--- src/logic/fes_pkg.sv ---
// package: register map, field layout and port carriers of the flash erase-select block
//
// Contract
// - upper erase register clears on reset, standby, pin low
// - upper bit 0 held zero without write unlock
// - only the selected block may be erased
// - more than one select bit clears both registers
// - flash disabled: erase registers read zero, ignore writes
// - upper bits map the two 32-kbyte blocks
// - lower map: four 1k, 28k, 16k, two 8k
// - emulation register cleared only by power-on, hardware standby
// - emulation select protects all blocks from program/erase
// - emulation overlays ram window on chosen 1k block
// - area field ignored while emulation not selected
// - emulation bits 7..5 read zero; write 0 to 4,2
// - serial extension register clears on any reset, standby; the code clears it in hardware standby only, not in software standby
// - window bit maps flash control registers at ffffa8..ffffac
// - window bit clear deselects them, contents kept
// - write-allow bit mirrors the write-allow pin
// - write unlock settable only with pin high; gates erase selects
package fes_pkg;

   // register byte offsets on the bus
   localparam logic [7:0]  OFS_EBR_LO      = 8'h00;
   localparam logic [7:0]  OFS_EBR_UP      = 8'h04;
   localparam logic [7:0]  OFS_EMU         = 8'h08;
   localparam logic [7:0]  OFS_SCX         = 8'h0c;
   localparam logic [7:0]  OFS_MODE1       = 8'h10;

   // field positions
   localparam int unsigned EMU_SEL_BIT     = 3;
   localparam int unsigned WIN_EN_BIT      = 3;
   localparam int unsigned MODE1_PIN_BIT   = 7;
   localparam int unsigned MODE1_UNLK_BIT  = 6;
   localparam int unsigned EMU_AREA_SHIFT  = 10;

   // reset values
   localparam logic [7:0]  RST_EBR_LO      = 8'h00;
   localparam logic [1:0]  RST_EBR_UP      = 2'h0;
   localparam logic [4:0]  RST_EMU         = 5'h00;
   localparam logic [7:0]  RST_SCX         = 8'h00;

   // erase block start addresses, block 1..9; block 0 starts at address zero
   localparam logic [23:0] BLK1_BASE       = 24'h000400;
   localparam logic [23:0] BLK2_BASE       = 24'h000800;
   localparam logic [23:0] BLK3_BASE       = 24'h000c00;
   localparam logic [23:0] BLK4_BASE       = 24'h001000;
   localparam logic [23:0] BLK5_BASE       = 24'h008000;
   localparam logic [23:0] BLK6_BASE       = 24'h00c000;
   localparam logic [23:0] BLK7_BASE       = 24'h00e000;
   localparam logic [23:0] BLK8_BASE       = 24'h010000;
   localparam logic [23:0] BLK9_BASE       = 24'h018000;
   localparam logic [23:0] FLASH_END       = 24'h01ffff;
   localparam logic [3:0]  BLK_NONE        = 4'hf;

   // emulation ram window and flash control register window
   localparam logic [23:0] EMU_RAM_BASE    = 24'hffd000;
   localparam logic [23:0] FCTL_WIN_LO     = 24'hffffa8;
   localparam logic [23:0] FCTL_WIN_HI     = 24'hffffac;

   // same-clock control inputs
   typedef struct packed {
      logic flash_off;
      logic sw_standby;
      logic manual_reset;
   } fes_ctl_s;

   // program/erase permission outputs
   typedef struct packed {
      logic [9:0] erase_allow;
      logic       program_allow;
      logic       addr_erase_ok;
      logic       addr_prog_ok;
   } fes_pe_s;

   // emulation overlay and register window outputs
   typedef struct packed {
      logic        active;
      logic        remap_hit;
      logic [23:0] remap_addr;
      logic        fctl_sel;
   } fes_emu_s;

endpackage

--- src/logic/fes_sync.sv ---
// three-stage pin synchroniser with agreement filter
`timescale 1ns/100ps
module fes_sync (
   // clock and reset
   input  wire logic hclk,
   input  wire logic hresetn,
   // pin side
   input  wire logic pin_in,
   // clock side
   output logic      level
);
   typedef struct packed {
      logic s1;
      logic s2;
      logic s3;
      logic lvl;
   } fes_sync_s;

   fes_sync_s s_q;
   fes_sync_s s_d;

   always_comb begin
      s_d    = s_q;
      s_d.s1 = pin_in;
      s_d.s2 = s_q.s1;
      s_d.s3 = s_q.s2;
      // a change counts only once stages two and three agree
      if (s_q.s2 == s_q.s3) begin
         s_d.lvl = s_q.s3;
      end
   end

   always_ff @(posedge hclk or negedge hresetn) begin
      if (!hresetn) begin
         s_q <= '0;
      end else begin
         s_q <= s_d;
      end
   end

   assign level = s_q.lvl;
endmodule

--- src/logic/fes_top.sv ---
// flash erase-select, ram emulation and register window logic behind ahb-lite
//
// The AHB-Lite slave port and the register addresses are this design's own decisions.
`timescale 1ns/100ps
module fes_top (
   // clock and reset
   input  wire logic             hclk,
   input  wire logic             hresetn,
   // ahb-lite slave
   input  wire logic             hsel,
   input  wire logic [31:0]      haddr,
   input  wire logic [1:0]       htrans,
   input  wire logic             hwrite,
   input  wire logic [2:0]       hsize,
   input  wire logic [31:0]      hwdata,
   input  wire logic             hready,
   output logic [31:0]           hrdata,
   output logic                  hreadyout,
   output logic                  hresp,
   // pins
   input  wire logic             flash_write_allow_pin,
   input  wire logic             hw_standby_pin,
   // same-clock system control
   input  wire fes_pkg::fes_ctl_s ctl,
   input  wire logic [23:0]      cpu_addr,
   // permissions and overlay
   output fes_pkg::fes_pe_s      pe,
   output fes_pkg::fes_emu_s     emu
);
   import fes_pkg::*;

   typedef struct packed {
      logic [7:0]  ebr_lo;
      logic [1:0]  ebr_up;
      logic [4:0]  emu_reg;
      logic [7:0]  scx;
      logic        unlock;
      logic        wr_pend;
      logic [7:0]  wr_addr;
      logic        rd_pend;
      logic [7:0]  rd_addr;
      logic [31:0] hrdata;
      logic        hready;
      logic        hresp;
      fes_pe_s     pe;
      fes_emu_s    emu;
   } fes_state_s;

   fes_state_s s_q;
   fes_state_s s_d;
   logic       pin_ok;
   logic       hw_stby;

   fes_sync u_pin_sync (
      .hclk    (hclk),
      .hresetn (hresetn),
      .pin_in  (flash_write_allow_pin),
      .level   (pin_ok)
   );

   fes_sync u_stby_sync (
      .hclk    (hclk),
      .hresetn (hresetn),
      .pin_in  (hw_standby_pin),
      .level   (hw_stby)
   );

   // number of set select bits over both erase registers
   function automatic logic [3:0] sel_count(input logic [9:0] v);
      logic [3:0] n;
      n = 4'h0;
      for (int i = 0; i < 10; i++) begin
         n = n + {3'h0, v[i]};
      end
      return n;
   endfunction

   // erase block holding an address, none outside flash
   function automatic logic [3:0] block_of(input logic [23:0] a);
      logic [3:0] b;
      if (a > FLASH_END) begin
         b = BLK_NONE;
      end else if (a >= BLK9_BASE) begin
         b = 4'h9;
      end else if (a >= BLK8_BASE) begin
         b = 4'h8;
      end else if (a >= BLK7_BASE) begin
         b = 4'h7;
      end else if (a >= BLK6_BASE) begin
         b = 4'h6;
      end else if (a >= BLK5_BASE) begin
         b = 4'h5;
      end else if (a >= BLK4_BASE) begin
         b = 4'h4;
      end else if (a >= BLK3_BASE) begin
         b = 4'h3;
      end else if (a >= BLK2_BASE) begin
         b = 4'h2;
      end else if (a >= BLK1_BASE) begin
         b = 4'h1;
      end else begin
         b = 4'h0;
      end
      return b;
   endfunction

   // register read mux on current state
   function automatic logic [7:0] reg_read(input fes_state_s s, input logic [7:0] a,
                                           input logic win, input logic off,
                                           input logic pin);
      logic [7:0] r;
      r = 8'h00;
      case (a)
         OFS_EBR_LO: begin
            if (win && !off) begin
               r = s.ebr_lo;
            end
         end
         OFS_EBR_UP: begin
            if (win && !off) begin
               r = {6'h00, s.ebr_up};
            end
         end
         OFS_EMU: begin
            r = {3'h0, s.emu_reg};
         end
         OFS_SCX: begin
            r = s.scx;
         end
         OFS_MODE1: begin
            if (win && !off) begin
               r[MODE1_PIN_BIT]  = pin;
               r[MODE1_UNLK_BIT] = s.unlock;
            end
         end
         default: begin
            r = 8'h00;
         end
      endcase
      return r;
   endfunction

   always_comb begin
      logic       win;
      logic       off;
      logic       stby;
      logic [7:0] wd;
      logic [9:0] sel;
      logic       prot;
      logic [3:0] blk;
      logic [23:0] ebase;
      win   = 1'b0;
      off   = 1'b0;
      stby  = 1'b0;
      wd    = 8'h00;
      sel   = 10'h000;
      prot  = 1'b0;
      blk   = 4'h0;
      ebase = 24'h000000;

      s_d     = s_q;
      win     = s_q.scx[WIN_EN_BIT];
      off     = ctl.flash_off;
      stby    = hw_stby | ctl.sw_standby;
      wd      = hwdata[7:0];
      s_d.wr_pend = 1'b0;
      s_d.hresp   = 1'b0;

      // data phase of a write
      if (s_q.wr_pend) begin
         case (s_q.wr_addr)
            OFS_EBR_LO, OFS_EBR_UP: begin
               // erase selects only with window open, flash on, unlock set
               if (win && !off && s_q.unlock) begin
                  sel = {s_q.ebr_up, s_q.ebr_lo};
                  if (s_q.wr_addr == OFS_EBR_LO) begin
                     sel[7:0] = wd;
                  end else begin
                     sel[9:8] = wd[1:0];
                  end
                  if (sel_count(sel) > 4'h1) begin
                     sel = 10'h000;
                  end
                  s_d.ebr_lo = sel[7:0];
                  s_d.ebr_up = sel[9:8];
               end
            end
            OFS_EMU: begin
               s_d.emu_reg = wd[4:0];
            end
            OFS_SCX: begin
               s_d.scx = wd;
            end
            OFS_MODE1: begin
               if (win && !off) begin
                  s_d.unlock = wd[MODE1_UNLK_BIT] & pin_ok;
               end
            end
            default: begin
               s_d.wr_pend = 1'b0;
            end
         endcase
      end

      // forced clears win over any write in the same cycle
      if (!pin_ok || stby || ctl.manual_reset) begin
         s_d.unlock = 1'b0;
      end
      if (!pin_ok || stby) begin
         s_d.ebr_lo = RST_EBR_LO;
         s_d.ebr_up = RST_EBR_UP;
      end
      if (!s_d.unlock) begin
         s_d.ebr_lo    = RST_EBR_LO;
         s_d.ebr_up[0] = 1'b0;
      end
      if (hw_stby) begin
         s_d.emu_reg = RST_EMU;
      end
      if (hw_stby || ctl.manual_reset) begin
         s_d.scx = RST_SCX;
      end

      // read answer one cycle after its address phase
      if (s_q.rd_pend) begin
         s_d.hrdata  = {24'h000000, reg_read(s_q, s_q.rd_addr, win, off, pin_ok)};
         s_d.hready  = 1'b1;
         s_d.rd_pend = 1'b0;
      end

      // address phase; reads take one wait state so a prior write lands first
      if (hsel && hready && htrans[1]) begin
         if (hwrite) begin
            s_d.wr_pend = 1'b1;
            s_d.wr_addr = haddr[7:0];
         end else begin
            s_d.rd_pend = 1'b1;
            s_d.rd_addr = haddr[7:0];
            s_d.hready  = 1'b0;
         end
      end

      // permissions follow the new register values
      prot = s_d.emu_reg[EMU_SEL_BIT] | !pin_ok | !s_d.unlock | off;
      sel  = {s_d.ebr_up, s_d.ebr_lo};
      s_d.pe.erase_allow   = prot ? 10'h000 : sel;
      s_d.pe.program_allow = !prot;
      blk = block_of(cpu_addr);
      s_d.pe.addr_erase_ok = (blk != BLK_NONE) && !prot && sel[blk];
      s_d.pe.addr_prog_ok  = (blk != BLK_NONE) && !prot;

      // overlay: area only counts with emulation selected
      s_d.emu.active = s_d.emu_reg[EMU_SEL_BIT];
      ebase = {12'h000, s_d.emu_reg[1:0], 10'h000};
      s_d.emu.remap_hit = s_d.emu.active
                          && (cpu_addr[23:EMU_AREA_SHIFT] == ebase[23:EMU_AREA_SHIFT]);
      s_d.emu.remap_addr = s_d.emu.remap_hit
                           ? (EMU_RAM_BASE | {14'h0000, cpu_addr[9:0]})
                           : cpu_addr;
      s_d.emu.fctl_sel = s_d.scx[WIN_EN_BIT]
                         && (cpu_addr >= FCTL_WIN_LO) && (cpu_addr <= FCTL_WIN_HI);
   end

   always_ff @(posedge hclk or negedge hresetn) begin
      if (!hresetn) begin
         s_q        <= '0;
         s_q.hready <= 1'b1;
      end else begin
         s_q <= s_d;
      end
   end

   assign hrdata    = s_q.hrdata;
   assign hreadyout = s_q.hready;
   assign hresp     = s_q.hresp;
   assign pe        = s_q.pe;
   assign emu       = s_q.emu;
endmodule

--- config.mk ---
export PLATFORM = sky130hd
export DESIGN_NAME = fes_top
export DESIGN_NICKNAME = d
export VERILOG_FILES = /design/src/logic/fes_pkg.sv /design/src/logic/fes_sync.sv /design/src/logic/fes_top.sv
export SDC_FILE = /design/constraint.sdc
export NUM_CORES = 1
export LEC_CHECK = 0
export ABC_CLOCK_PERIOD_IN_PS = 9400
export BUFFER_PORTS_ARGS = -buffer_cell sky130_fd_sc_hd__clkbuf_2
export CORE_ASPECT_RATIO = 0.5
export CORE_MARGIN = 2
export CORE_UTILIZATION = 54
export CTS_CLUSTER_SIZE = 40
export DETAILED_ROUTE_END_ITERATION = 12
export GPL_ROUTABILITY_DRIVEN = 0
export HOLD_SLACK_MARGIN = 0.1
export PLACE_DENSITY = 0.95
export SLEW_MARGIN = 20
export SYNTH_ARGS = -nofsm -noshare
export SYNTH_HDL_FRONTEND = slang
export SYNTH_HIERARCHICAL = 1
export SYNTH_SLANG_ARGS = --single-unit
--- constraint.sdc ---
create_clock -name hclk -period 9.4 [get_ports hclk]
set_input_delay 0.47 -clock hclk [delete_from_list [all_inputs] [get_ports hclk]]
set_output_delay 0.47 -clock hclk [all_outputs]
set_load 0.005 [all_outputs]
==> impl_metrics.csv <==
group,metric,value,unit
status,status,"finished clean",
global_route,overflow,0,
pwr,switchingPower,245,uW
drt,routed-via-count,3727,
drt,routed_wl,11600,um
worst_setup_path,slowest_delay,0.62,ns
sta,setup_violations,0,
worst_setup_path,worst_ep_arrival_time,6.57,ns
worst_setup_path,worstPathRequired,9.64,ns
cells_and_area,fin_util,61.5,%
cells_and_area,layout_common_cells,"clkbuf_2, dfrtp_1, nand2_1",
clock_network,cts_tree,"built",
pwr,power.share.clock,39.2,%
worst_setup_path,endpoint_kind,"flop",
worst_setup_path,r2r_cells,19,
placed_design,port-buffer-count,99,
sta,clock.fmax,158,MHz
sta,tns,0,ns
global_route,grt_pass1_wl,18900,um
drt,wl_per_cell,17.6,um
pwr,ir_drop,0.0880,mV
sta,tightest_slew,0.724,ns
logic_synthesis,synth_warnings,6,
logic_synthesis,yosys_most_used_dff,"dfrtp_1",
logic_synthesis,synth_top_family_by_area,"simple AND/OR/NAND/NOR gates",
pwr,total_power,970,uW
logic_synthesis,synth_compound_area_share,9.72,%
min_path,whs_path_depth,1,
sta,period_minus_slack,6.32,ns
floorplan,die_h,72.2,um
clock_network,ctsResizeCount,0,
worst_setup_path,worstSetupPathType,"reg -> reg",
worst_setup_path,crit_buf_inv,4,
job,cap_violations,0,
worst_setup_path,r2r-end,"pe[1]",
logic_synthesis,muxShareOfSynthArea,4.01,%
drt,drt_iter0_markers,373,
cells_and_area,num-fill-cells,692,
logic_synthesis,synthAdderAreaFrac,3.34,%
min_path,hp-start,"flash_write_allow_pin",
pwr,powerDensity,178,mW/mm2
sta,finalHoldViolations,0,
pwr,p_leak,0.00257,uW
worst_setup_path,slowest_stage,"or4_4",
pwr,p_sw_share,25.3,%
clock_network,numClockSinks,98,
sta,slew_viol_final,0,
floorplan,core_area,0.00886,mm2
floorplan,die_w,140,um
sta,relSlewSlack,51.8,%
drt,dr.pass1.iters,5,
floorplan,die_area,0.0101,mm2
logic_synthesis,ys_ff_latch,98,
worst_setup_path,start_kind,"flop",
worst_setup_path,cp_common_cell,"fa_1",
cells_and_area,final_nets,650,
cells_and_area,area_delta_synth_final,8.55,%
logic_synthesis,async_reset_ff_share,100,%
clock_network,clk_latency,0.34,ns
floorplan,initial_core_util,56.7,%
global_route,antenna_found_initial,0,
cells_and_area,final_common_cell,"clkbuf_2",
worst_setup_path,rrSetupSlack,3.08,ns
sta,rsz0062_at_grt,"no",
pwr,p_seq_share,48.3,%
cells_and_area,finish.instance_area,0.00545,mm2
global_route,grt_pass1_vias,3765,
floorplan,pin_count,177,
placed_design,placed_area,0.00513,mm2
drt,drtAntennaViolNets,0,
pwr,power_frac_comb,12.4,%
cells_and_area,largest_reg_flops,42,
cells_and_area,regArea,0.00245,mm2
logic_synthesis,synth_xor_xnor_area_share,0.349,%
logic_synthesis,synth.avg_cell_area,10.2,um2
worst_setup_path,crit_chain,"or4_4, nor3_1, buf_4, mux2_2, fa_1, fa_1, inv_1, fa_1, inv_1, ha_1, inv_1, fa_1, a2111oi_0, o21ai_0, nor2_4, a22oi_2, a31oi_1, a31oi_1, nor4b_2",
cells_and_area,drive_above_1_share,27.1,%
logic_synthesis,netlist_instances,490,
drt,vias_per_cell,5.65,
clock_network,clock_path_buffers,2,
cells_and_area,multi_input_area,0.00194,mm2
global_route,grt.total_usage,24.1,%
logic_synthesis,ys_types,67,
min_path,hold-path-endpoint,"u_pin_sync/s_d[2]",
logic_synthesis,ys_seq_area_share,48.9,%
logic_synthesis,syn_area,0.00502,mm2
floorplan,rows,24,
worst_setup_path,cp_top_family,"adder cells",
drt,drc,0,
clock_network,cts_root_buf,"clkbuf_16",
worst_setup_path,path_max_fanout,11,
sta,hold_ws,0.242,ns
pwr,p_int,725,uW
sta,post-route-period-util,67.3,%
clock_network,h-tree-depth,3,
placed_design,hpwl,8310,um
logic_synthesis,synth_edf_count,0,
global_route,grt_start_max_net_pins,61,
logic_synthesis,synth_simple_gate_area_share,19.2,%
worst_setup_path,r2r_start,"s_q[83]",
sta,final.setup_skew,0.0105,ns
min_path,hold_path.class,"in -> reg",
clock_network,cts_buffers,9,
clock_network,cts.clk_slew.worst_paths,0.06,ns
cells_and_area,diodes,0,
## final cells by class
type / count / share of cell area, %
timing repair buffer: 102 / 9.59
clock inverter: 3 / 1.19
sequential: 98 / 45.0
inverter: 24 / 1.65
tap: 117 / 2.69
multi-input combinational: 304 / 35.5
clock buffer: 12 / 4.34
## metal layers
layer | up-vias | track usage (%) | routed length, um
met1 | 1796 | 29.3 | 4540
met4 | 0 | 8.42 | 262
li1 | 1673 | - | -
met2 | 229 | 40.8 | 5600
met5 | - | 0 | 0
met3 | 29 | 8.32 | 1230
## repair_timing
item,CTS,global route
buffers inserted,0,0
hold buffers,1,0
endpoints found under the setup margin,0,0
hold endpoints to repair,10,0
## logic make-up (layout without fill, tap and decap cells)
group | count (synthesis) | after routing
AO/OA/AOI/OAI | 65 | 65
XOR/XNOR | 2 | 2
adder cells (fa/ha/maj) | 10 | 10
buffers and inverters | 112 | 141
flip-flops | 98 | 98
multiplexers | 19 | 19
other | 1 | 25
AND/OR/NAND/NOR | 183 | 183
## through the flow
step,std cells,setup slack [ns]
2_1_floorplan,514,3.63
3_3_place_gp,644,3.39
3_5_place_dp,644,3.24
4_1_cts,660,3.18
5_1_grt,660,2.74
6_report,660,3.08
## power by group through the flow
stage | combinational, uW | clock, uW | sequential [uW]
floorplan | 93.0 | 0 | 466
global placement | 113 | 0 | 474
detailed placement | 119 | 0 | 476
CTS | 121 | 386 | 468
global route | 136 | 402 | 472
finish | 121 | 380 | 469
## cells in the mapped netlist (all sizes together), types with 2 or more instances
cell / n / area share (%)
a211oi: 2 / 0.40
a21boi: 2 / 0.30
a21oi: 14 / 1.4
a221oi: 3 / 0.52
a22oi: 12 / 2.3
a31oi: 3 / 0.37
a32o: 3 / 0.60
and2: 5 / 0.65
and3: 3 / 0.37
and4: 3 / 0.52
buf: 80 / 12
clkbuf: 8 / 0.60
dfrtp: 97 / 48
fa: 6 / 2.4
ha: 2 / 0.50
inv: 23 / 1.7
maj3: 2 / 0.45
mux2: 9 / 2.0
mux2i: 10 / 2.0
nand2: 72 / 5.4
nand2b: 14 / 1.7
nand3: 9 / 1.0
nand3b: 2 / 0.30
nand4: 3 / 0.37
nor2: 38 / 3.0
nor3: 4 / 0.40
nor3b: 2 / 0.30
nor4: 9 / 1.7
nor4b: 3 / 0.65
nor4bb: 2 / 0.40
o21ai: 7 / 0.77
o22ai: 9 / 1.1
or2: 3 / 0.37
or4: 5 / 0.97
xnor2: 2 / 0.35
## worst max path at each step
stage	end	slack, ns	startpoint	cells past startpoint
CTS	pe[1]	3.18	s_q[83]	19
finish	pe[1]	3.08	s_q[83]	19
floorplan	pe[1]	3.63	s_q[83]	21
global route	pe[1]	2.74	s_q[83]	19
detailed placement	pe[1]	3.24	s_q[83]	19
global placement	pe[1]	3.39	s_q[83]	19
## worst reg2reg max path, stage by stage (launching register included)
cell and delay (ns):
dfrtp_1 0.39, or4_4 0.62, nor3_1 0.20, buf_4 0.23, mux2_2 0.37, fa_1 0.51
fa_1 0.55, inv_1 0.06, fa_1 0.47, inv_1 0.07, ha_1 0.20, inv_1 0.09
fa_1 0.41, a2111oi_0 0.57, o21ai_0 0.35, nor2_4 0.40, a22oi_2 0.15, a31oi_1 0.22
a31oi_1 0.14, nor4b_2 0.22
Note: power is estimated with default switching activity, not from simulation.
